--- src/rtl/plc_regs.svh ---
// Offsets, field positions, fixed values and reset values of the link
// capability register group. Included by the design files.
`ifndef PLC_REGS_SVH
`define PLC_REGS_SVH

`define PLC_OFS_LINK_ABILITY 12'h0AC
`define PLC_OFS_LINK_POWER 12'h0B0
`define PLC_OFS_LINK_STATE 12'h0B2
`define PLC_OFS_DEV_ABILITY_EXT 12'h0C4

`define PLC_MAX_SPEED 4'h2
`define PLC_MAX_WIDTH 6'h01
`define PLC_PM_SUPPORT 2'h3
`define PLC_PM_OPTIONAL 1'h1
`define PLC_NEG_SPEED 4'h1
`define PLC_NEG_WIDTH 6'h01
`define PLC_TMO_RANGES 4'hF
`define PLC_TMO_DISABLE_OK 1'h1
`define PLC_EXT_RSVD11 1'h1
`define PLC_CAP_VER_MIN 4'h2

`define PLC_PORT_RESET 8'h00
`define PLC_PM_CTRL_RESET 2'h0
`define PLC_SLOT_CLK_RESET 1'h1
`define PLC_LAT_RESET 3'h0

`define PLC_NV_WORD_L0S 8'h18
`define PLC_NV_WORD_L1 8'h14
`define PLC_NV_WORD_CLK 8'h1A

`define PLC_NV_L0S_SEP_LSB 0
`define PLC_NV_L0S_COM_LSB 3
`define PLC_NV_L1_SEP_LSB 0
`define PLC_NV_L1_COM_LSB 3
`define PLC_NV_SLOT_CLK_BIT 14

`endif

--- src/rtl/plc_pkg.sv ---
// Types shared by the link capability register group.
// Assumes plc_regs.svh sits on the include path.
package plc_pkg;
  typedef logic [2:0] plc_lat_t;
  typedef logic [15:0] plc_half_t;
  typedef logic [31:0] plc_word_t;
endpackage

--- src/rtl/plc_link_regs.sv ---
// Link capability, link control, link status and extended device
// capability registers of a single-lane endpoint.
// Assumes a configuration access port on core_clk, a nonvolatile word
// loader with strobe, and training status from the link logic.
// What this block does
// Maximum link speed field bits 3:0 reads constant 0010b.
// Maximum link width field bits 9:4 reports one lane, 000001b.
// Power management support bits 11:10 read 11b, both L0s and L1.
// L0s exit latency bits 14:12 come from word 0x18 by clock mode.
// L1 exit latency bits 17:15 come from word 0x14 by clock mode.
// Link capability bits 18 to 21 always read zero.
// Power management optionality bit 22 reads one.
// Port number bits 31:24 start zero, set during link training.
// Control bits 1:0 writable, reset 00b, kept over function reset.
// Receiver may enter L0s whatever the transmitter setting says.
// Control bit 3 holds read completion boundary, 64 or 128 byte.
// Control bits 4 and 5 are hardwired zero.
// Control bit 6 common clock flag, writable, kept on function reset.
// Control bit 7 extends fast training on L0s exit, kept on function reset.
// Control bits 8 to 15 read zero.
// Negotiated speed bits 3:0 read 0001b.
// Negotiated width bits 9:4 read 000001b.
// Status bit 11 set while training runs; bit 10 reads zero.
// Status bit 12 slot clock, default one, loaded from word 0x1A.
// Status bits 13 to 15 always read zero.
// Extended capability only for version two or more; bit 11 reads one.
// Extended bits 3:0 read 1111b and bit 4 reads one.
// Writes to read-only fields are ignored; writable fields update.
`timescale 1ns/10ps
module plc_link_regs
(
  // Clock and reset
  input wire logic core_clk,
  input wire logic rst_n,
  input wire logic flr_req,
  // Configuration access, dword addressed, byte enables
  input wire logic cfg_wr,
  input wire logic cfg_rd,
  input wire logic [11:0] cfg_addr,
  input wire logic [3:0] cfg_be,
  input wire logic [31:0] cfg_wdata,
  output plc_pkg::plc_word_t cfg_rdata,
  output logic cfg_rvalid,
  // Nonvolatile loader
  input wire logic nv_load,
  input wire logic [7:0] nv_addr,
  input wire logic [15:0] nv_data,
  input wire logic [3:0] cap_version,
  // Link layer
  input wire logic train_active,
  input wire logic port_num_valid,
  input wire logic [7:0] port_num,
  input wire logic rx_l0s_req,
  output logic tx_l0s_en,
  output logic tx_l1_en,
  output logic rx_l0s_en,
  output logic ext_sync,
  output logic rcb_128,
  output logic common_clk
);
  import plc_pkg::*;
  `include "plc_regs.svh"

  typedef struct packed {
    logic [1:0] pm_ctrl;
    logic rcb;
    logic com_clk;
    logic ext_sync;
    logic [7:0] port;
    logic train_s1;
    logic train_s2;
    logic train_s3;
    logic train;
    logic [31:0] rdata;
    logic rvalid;
    logic tx_l0s;
    logic tx_l1;
    logic rx_l0s;
  } plc_state_t;

  plc_state_t s_q;
  plc_state_t s_d;

  logic [15:0] nv_word_l0s;
  logic [15:0] nv_deep_exit_word;
  logic [15:0] nv_word_clk;
  plc_lat_t l0s_lat;
  plc_lat_t l1_lat;
  plc_word_t link_ability_info;
  plc_half_t link_power_setup;
  plc_half_t link_state_report;
  plc_word_t device_ability_ext;
  logic [11:0] dw_addr;

  plc_nv_latch u_nv
  (
    .core_clk(core_clk),
    .rst_n(rst_n),
    .nv_load(nv_load),
    .nv_addr(nv_addr),
    .nv_data(nv_data),
    .nv_word_l0s(nv_word_l0s),
    .nv_deep_exit_word(nv_deep_exit_word),
    .nv_word_clk(nv_word_clk)
  );

  // The common clock setting picks which latency slice of each word counts.
  assign l0s_lat = s_q.com_clk ?
    nv_word_l0s[`PLC_NV_L0S_COM_LSB +: 3] :
    nv_word_l0s[`PLC_NV_L0S_SEP_LSB +: 3];
  assign l1_lat = s_q.com_clk ?
    nv_deep_exit_word[`PLC_NV_L1_COM_LSB +: 3] :
    nv_deep_exit_word[`PLC_NV_L1_SEP_LSB +: 3];

  assign link_ability_info = {
    s_q.port,
    1'b0,
    `PLC_PM_OPTIONAL,
    4'h0,
    l1_lat,
    l0s_lat,
    `PLC_PM_SUPPORT,
    `PLC_MAX_WIDTH,
    `PLC_MAX_SPEED
  };

  assign link_power_setup = {
    8'h00,
    s_q.ext_sync,
    s_q.com_clk,
    2'h0,
    s_q.rcb,
    1'b0,
    s_q.pm_ctrl
  };

  assign link_state_report = {
    3'h0,
    nv_word_clk[`PLC_NV_SLOT_CLK_BIT],
    s_q.train,
    1'b0,
    `PLC_NEG_WIDTH,
    `PLC_NEG_SPEED
  };

  assign device_ability_ext = {
    18'h00000,
    2'h0,
    `PLC_EXT_RSVD11,
    6'h00,
    `PLC_TMO_DISABLE_OK,
    `PLC_TMO_RANGES
  };

  assign dw_addr = {cfg_addr[11:2], 2'h0};

  always_comb
  begin
    s_d = s_q;
    s_d.rvalid = cfg_rd;
    // Training status arrives from another domain, so it is filtered.
    s_d.train_s1 = train_active;
    s_d.train_s2 = s_q.train_s1;
    s_d.train_s3 = s_q.train_s2;
    if (s_q.train_s2 == s_q.train_s3)
    begin
      s_d.train = s_q.train_s3;
    end
    if (port_num_valid && s_q.train)
    begin
      s_d.port = port_num;
    end
    // Only writable bits are taken; everything else in the word is dropped.
    if (cfg_wr && dw_addr == `PLC_OFS_LINK_POWER)
    begin
      if (cfg_be[0])
      begin
        s_d.pm_ctrl = cfg_wdata[1:0];
        s_d.rcb = cfg_wdata[3];
        s_d.com_clk = cfg_wdata[6];
        s_d.ext_sync = cfg_wdata[7];
      end
    end
    if (cfg_rd)
    begin
      case (dw_addr)
        `PLC_OFS_LINK_ABILITY: s_d.rdata = link_ability_info;
        `PLC_OFS_LINK_POWER: s_d.rdata = {link_state_report, link_power_setup};
        `PLC_OFS_DEV_ABILITY_EXT:
        begin
          // Older capability structures have no extended register.
          s_d.rdata = (cap_version >= `PLC_CAP_VER_MIN) ?
            device_ability_ext : 32'h00000000;
        end
        default: s_d.rdata = 32'h00000000;
      endcase
    end
    s_d.tx_l0s = s_q.pm_ctrl[0];
    s_d.tx_l1 = s_q.pm_ctrl[1];
    // The receiver ignores the transmit-side setting for L0s.
    s_d.rx_l0s = rx_l0s_req;
  end

  // Function reset leaves the control bits alone; only rst_n clears them.
  always_ff @(posedge core_clk)
  begin
    if (!rst_n)
    begin
      s_q <= '0;
      s_q.pm_ctrl <= `PLC_PM_CTRL_RESET;
      s_q.port <= `PLC_PORT_RESET;
    end
    else if (flr_req)
    begin
      s_q <= s_d;
      s_q.port <= s_q.port;
    end
    else
    begin
      s_q <= s_d;
    end
  end

  assign cfg_rdata = s_q.rdata;
  assign cfg_rvalid = s_q.rvalid;
  assign tx_l0s_en = s_q.tx_l0s;
  assign tx_l1_en = s_q.tx_l1;
  assign rx_l0s_en = s_q.rx_l0s;
  assign ext_sync = s_q.ext_sync;
  assign rcb_128 = s_q.rcb;
  assign common_clk = s_q.com_clk;
endmodule

--- src/rtl/plc_nv_latch.sv ---
// Small holding register for words fetched from nonvolatile configuration.
// Assumes the loader presents one word with a one-cycle strobe.
`timescale 1ns/10ps
module plc_nv_latch
(
  // Clock and reset
  input wire logic core_clk,
  input wire logic rst_n,
  // Load side
  input wire logic nv_load,
  input wire logic [7:0] nv_addr,
  input wire logic [15:0] nv_data,
  // Held words
  output logic [15:0] nv_word_l0s,
  output logic [15:0] nv_deep_exit_word,
  output logic [15:0] nv_word_clk
);
  import plc_pkg::*;
  `include "plc_regs.svh"

  typedef struct packed {
    logic [15:0] l0s;
    logic [15:0] l1;
    logic [15:0] clk;
  } plc_nv_state_t;

  plc_nv_state_t s_q;
  plc_nv_state_t s_d;

  always_comb
  begin
    s_d = s_q;
    if (nv_load && nv_addr == `PLC_NV_WORD_L0S)
    begin
      s_d.l0s = nv_data;
    end
    if (nv_load && nv_addr == `PLC_NV_WORD_L1)
    begin
      s_d.l1 = nv_data;
    end
    if (nv_load && nv_addr == `PLC_NV_WORD_CLK)
    begin
      s_d.clk = nv_data;
    end
  end

  // The slot clock bit defaults to one until the word is loaded.
  always_ff @(posedge core_clk)
  begin
    if (!rst_n)
    begin
      s_q <= '{l0s: 16'h0000, l1: 16'h0000, clk: 16'h4000};
    end
    else
    begin
      s_q <= s_d;
    end
  end

  assign nv_word_l0s = s_q.l0s;
  assign nv_deep_exit_word = s_q.l1;
  assign nv_word_clk = s_q.clk;
endmodule

--- config.mk ---
export PLATFORM = sky130hd
export DESIGN_NAME = plc_link_regs
export DESIGN_NICKNAME = d
export VERILOG_FILES = /design/src/rtl/plc_pkg.sv /design/src/rtl/plc_link_regs.sv /design/src/rtl/plc_nv_latch.sv
export VERILOG_INCLUDE_DIRS = /design/src /design/src/rtl
export SDC_FILE = /design/constraint.sdc
export NUM_CORES = 1
export LEC_CHECK = 0
export BUFFER_PORTS_ARGS = -buffer_cell sky130_fd_sc_hd__buf_4
export CORE_MARGIN = 10
export CORE_UTILIZATION = 47
export CTS_BUF_LIST = sky130_fd_sc_hd__clkbuf_4 sky130_fd_sc_hd__clkbuf_8
export DETAILED_ROUTE_END_ITERATION = 8
export GPL_ROUTABILITY_DRIVEN = 1
export MAX_ROUTING_LAYER = met4
export PLACE_DENSITY = 0.83
export SKIP_CTS_REPAIR_TIMING = 1
export SYNTH_ARGS = -nofsm -noshare
export SYNTH_HDL_FRONTEND = slang
export SYNTH_SLANG_ARGS = --single-unit
--- constraint.sdc ---
create_clock -name core_clk -period 1.35 [get_ports core_clk]
set_input_delay 0.0675 -clock core_clk [delete_from_list [all_inputs] [get_ports core_clk]]
set_output_delay 0.0675 -clock core_clk [all_outputs]
set_load 0.01 [all_outputs]
* Word level (Yosys, flattened, before mapping)
Cells that the tools add are included.
Storage, ports and cells: register bits 80, latch bits 0, memory bits (writable) 0, memory bits (read-only) 0, bits of input ports 93, output and inout bits 39, memories 0
Operators by class: add/sub/neg operators 0, multipliers 0, div/mod/pow operators 0, order comparisons 1, equal/unequal tests 7, shift-type cells 0, mux-type cells 8, bitwise logic cells 1, reduce and logical (&&, ||, !) cells 6
Operators by type and width (count):
- case mux 32 bit (3 select lines) | 1
- two-way mux 32 bit | 1
- == test 10 x 6 -> 1 bit, second input constant | 3
- == test 8 x 5 -> 1 bit, second input constant | 3
- two-way mux 12 bit | 1
- two-way mux 5 bit | 2
- two-way mux 3 bit | 2
- logical AND 1 bit | 5
- greater-or-equal comparator 4 x 2 -> 1 bit, second input constant | 1
- AND reduction 2 bit | 1
- == test 1 bit | 1
- two-way mux 1 bit | 1
- NOT 1 bit | 1

* Depth between registers and ports, before layout
depth in word-level cells 4, depth in mapped cells 6

* Cells and area by module
A second synthesis with hierarchy kept.
Second synthesis, totals: cell total of the unflattened synthesis 390, area, all modules 3908.7 µm²
By module, submodules not included:
- plc_link_regs | instances 1, cells each 211, area each 2073.2 µm²
- plc_nv_latch | instances 1, cells each 179, area each 1835.5 µm²

* Worst setup path after synthesis
No wires, ideal clock.
kind register -> register, start point register s_q (netlist bit common_clk), end point register s_q (netlist bit cfg_rdata[12]), setup time 0.132 ns, arrival 1.115 ns, data required time 1.218 ns, path slack 0.103 ns, cell stages (with the launch flop) 5, path through dfxtp_1 -> clkbuf_1 -> mux2_2 -> nand3_1 -> a21oi_1
Between the ends: cells in the longest elaborated chain, start to end 3
RTL lines:
- from (decl) | line plc_link_regs.sv:81 | plc_state_t s_q;
- two-way mux 3 bit | line plc_link_regs.sv:108 | assign l0s_lat = s_q.com_clk ?
- case mux 32 bit (3 select lines) | line plc_link_regs.sv:186 | case (dw_addr)
- two-way mux 32 bit | line plc_link_regs.sv:184 | if (cfg_rd)
No other way between the ends. A chain may end at the register's enable or synchronous reset.

* Final worst setup path
start point register s_q (netlist bit common_clk), end point output common_clk
RTL lines:
- to (decl) | line plc_link_regs.sv:59 | output logic common_clk
No word-level cell between the ends.

==> impl_metrics.csv <==
group,metric,value,unit
run_status,status,"complete, but fails checks",
run_status,failed_checks,"negative hold slack",
drt,top_layer_used,"met4",
setup_path,critPathMaxStageDelay,540,ps
setup_path,crit_path_end_kind,"output port",
clock_tree,cts_buffers,9,
grt,grt_pass1_wl,10500,um
power,seq_power_share,0.462,
sta,hold_ws,-3.73,ps
synth,async_flop_share,0,
floorplanning,io_pins,132,
drt,dr_wl_met3,582,um
synth,ys_types,39,
drt,wl_met1,2880,um
sta,period_needed,1230,ps
clock_tree,clk_path_buf_depth,2,
layout,final_common_cell,"buf_4",
sta,hold_viol,2,
power,switching_power,0.774,mW
floorplanning,dieArea,8810,um2
drt,wl_per_cell,15.2,um
power,p_leak,1.48,nW
grt,track_usage,0.151,
flow_run,cap_viol_max_count,0,
setup_path,critPathLaunchType,"register",
clock_tree,cts.sinks,57,
setup_path,critPathMostFrequentCell,"buf_4",
drt,ant_nets,0,
grt,grt-ovfl-total,0,
power,p_total,3.66,mW
grt,grt_start_max_net_pins,31,
synth,synth-seq-cells,57,
power,p_int,2.89,mW
clock_tree,htree_levels,3,
power,cellPowerDensity,1070,nW/um2
sta,tns,0,ps
sta,fin_crit_sh,0.908,
layout,utilization,0.661,
setup_path,critPathKind,"register to output port",
setup_path,cp.required,1280,ps
power,ir_worst_vdd,0.742,mV
place,dp_hpwl,4810,um
synth,ys.flop_type,"dfxtp_1",
sta,fin_skew,6.14,ps
drt,wl_met2,3000,um
drt,drtPass1Iterations,6,
place,gp_congestion,0.837,
layout,syn_to_final_growth,34.2,%
floorplanning,core_area,5200,um2
drt,first_iter_violations,128,
drt,drt_wl_total,6510,um
clock_tree,clk_latency,330,ps
setup_path,cpMaxStageDelayCell,"dfxtp_1",
setup_path,worstPathMaxFanout,8,
floorplanning,rows,26,
synth,synth_warnings,0,
synth,synthCells,273,
drt,drt_drc_violations_left,0,
grt,grt_pass1_vias,2182,
sta,final_max_slew_viol_count,0,
sta,rsz0062_at_grt,"false",
clock_tree,cts_tree,"yes",
layout,finalNetCount,446,
floorplanning,start_util,0.493,
clock_tree,cts-root-buf,"clkbuf_8",
sta,timing.fmax,816,MHz
setup_path,arrival,1160,ps
drt,post_drt_via_cell_ratio,5.06,
hold_path,hp-class,"input port to register",
floorplanning,die_w,93.9,um
floorplanning,die_h,93.9,um
layout,drive_gt1_frac,0.355,
synth,netlist_area,2560,um2
layout,final_cell_mix,"buf_4, dfxtp_1, nor2_1, mux2i_1",
layout,antenna_cells,0,
synth,syn_avg_cell_area,9.39,um2
sta,setup_viol,0,
setup_path,path_cells,"buf_4 -> buf_4",
drt,route.vias.total,2164,
grt,antenna_found_initial,0,
place,port_buffers,82,
clock_tree,clk_pin_slew,60,ps
synth,synth_edf_count,0,
power,netSwitchingFraction,0.211,
power,clock_power_share,0.461,
power,combPwrFrac,0.078,
synth,seq_area_frac_synth,0.445,
==> path summary, 6_finish.rpt <==
kind                            startpoint                   to  slack [ps]  cells after the start
worst max-delay path            common_clk           common_clk         120                      2
worst min-delay path            nv_data[2]  u_nv.nv_word_l0s[2]          -4                      3
worst max register to register  common_clk        cfg_rdata[17]         160                      3
worst min register to register     s_d[38]              s_d[37]         440                      1
==> cell families after synthesis <==
family                 Yosys count  synth area share
other                            1           0.00146
AO/OA/AOI/OAI                   43             0.101
multiplexers                    29             0.116
AND/OR/NAND/NOR                 94             0.215
buffers and inverters           49             0.122
flip-flops                      57             0.445
==> power by group through the flow <==
stage                     Sequential (mW)  Combinational (mW)  Clock, mW
after global placement               1.73               0.246          0
after CTS                            1.69               0.252       1.72
after global routing                 1.69               0.310       1.82
after floorplan                      1.73               0.105          0
final                                1.69               0.285       1.69
after detailed placement             1.73               0.251          0
==> layout make-up <==
type / instances / area [um2]
clock buffer: 14 / 180
clock inverter: 2 / 35.0
fill: 443 / 1770
inverter: 3 / 11.3
multi-input combinational: 173 / 1130
sequential: 57 / 1140
tap: 70 / 87.6
timing repair buffer: 109 / 851
==> sequential cells by signal, indices dropped and copies added (netlist names), 2 cells and up <==
name,flops
s_d,2
u_nv.nv_deep_exit_word,6
cfg_rdata,23
link_ability_info,8
u_nv.nv_word_l0s,6
link_power_setup,2
==> cell usage after synthesis, drive strengths merged, types with 3 or more instances <==
library cell | count | area, um2
buf | 37 | 267
nand3 | 8 | 40.0
nor3b | 3 | 27.5
mux2i | 23 | 230
nand2 | 20 | 75.1
nand4 | 6 | 37.5
o21ai | 11 | 55.1
a32oi | 6 | 52.6
nand2b | 3 | 18.8
dfxtp | 57 | 1140
nor2 | 31 | 116
clkbuf | 9 | 33.8
a21oi | 20 | 100
mux2 | 6 | 67.6
and2 | 6 | 37.5
nor4 | 3 | 48.8
==> layer usage <==
layer | up-vias | GRT usage
met3 | 6 | 0.0560
li1 | 1067 | -
met1 | 1008 | 0.176
met4 | 0 | 0.0608
met2 | 83 | 0.230
met5 | - | -
==> worst max-delay path, delay by kind of cell (launching register included) <==
family | cells | cell delay, ps
DFF | 1 | 540
buffers and inverters | 2 | 290
==> through the flow <==
| step | area (um2) | setup WS (ps) | std cells |
|---|---|---|---|
| after floorplan | 2590 | 103 | 279 |
| after global placement | 3090 | -111 | 399 |
| after detailed placement | 3090 | -135 | 399 |
| after CTS | 3310 | 100 | 415 |
| after global routing | 3440 | 47.3 | 428 |
| final | 3440 | 124 | 428 |
Note: power is estimated with default switching activity, not from simulation.
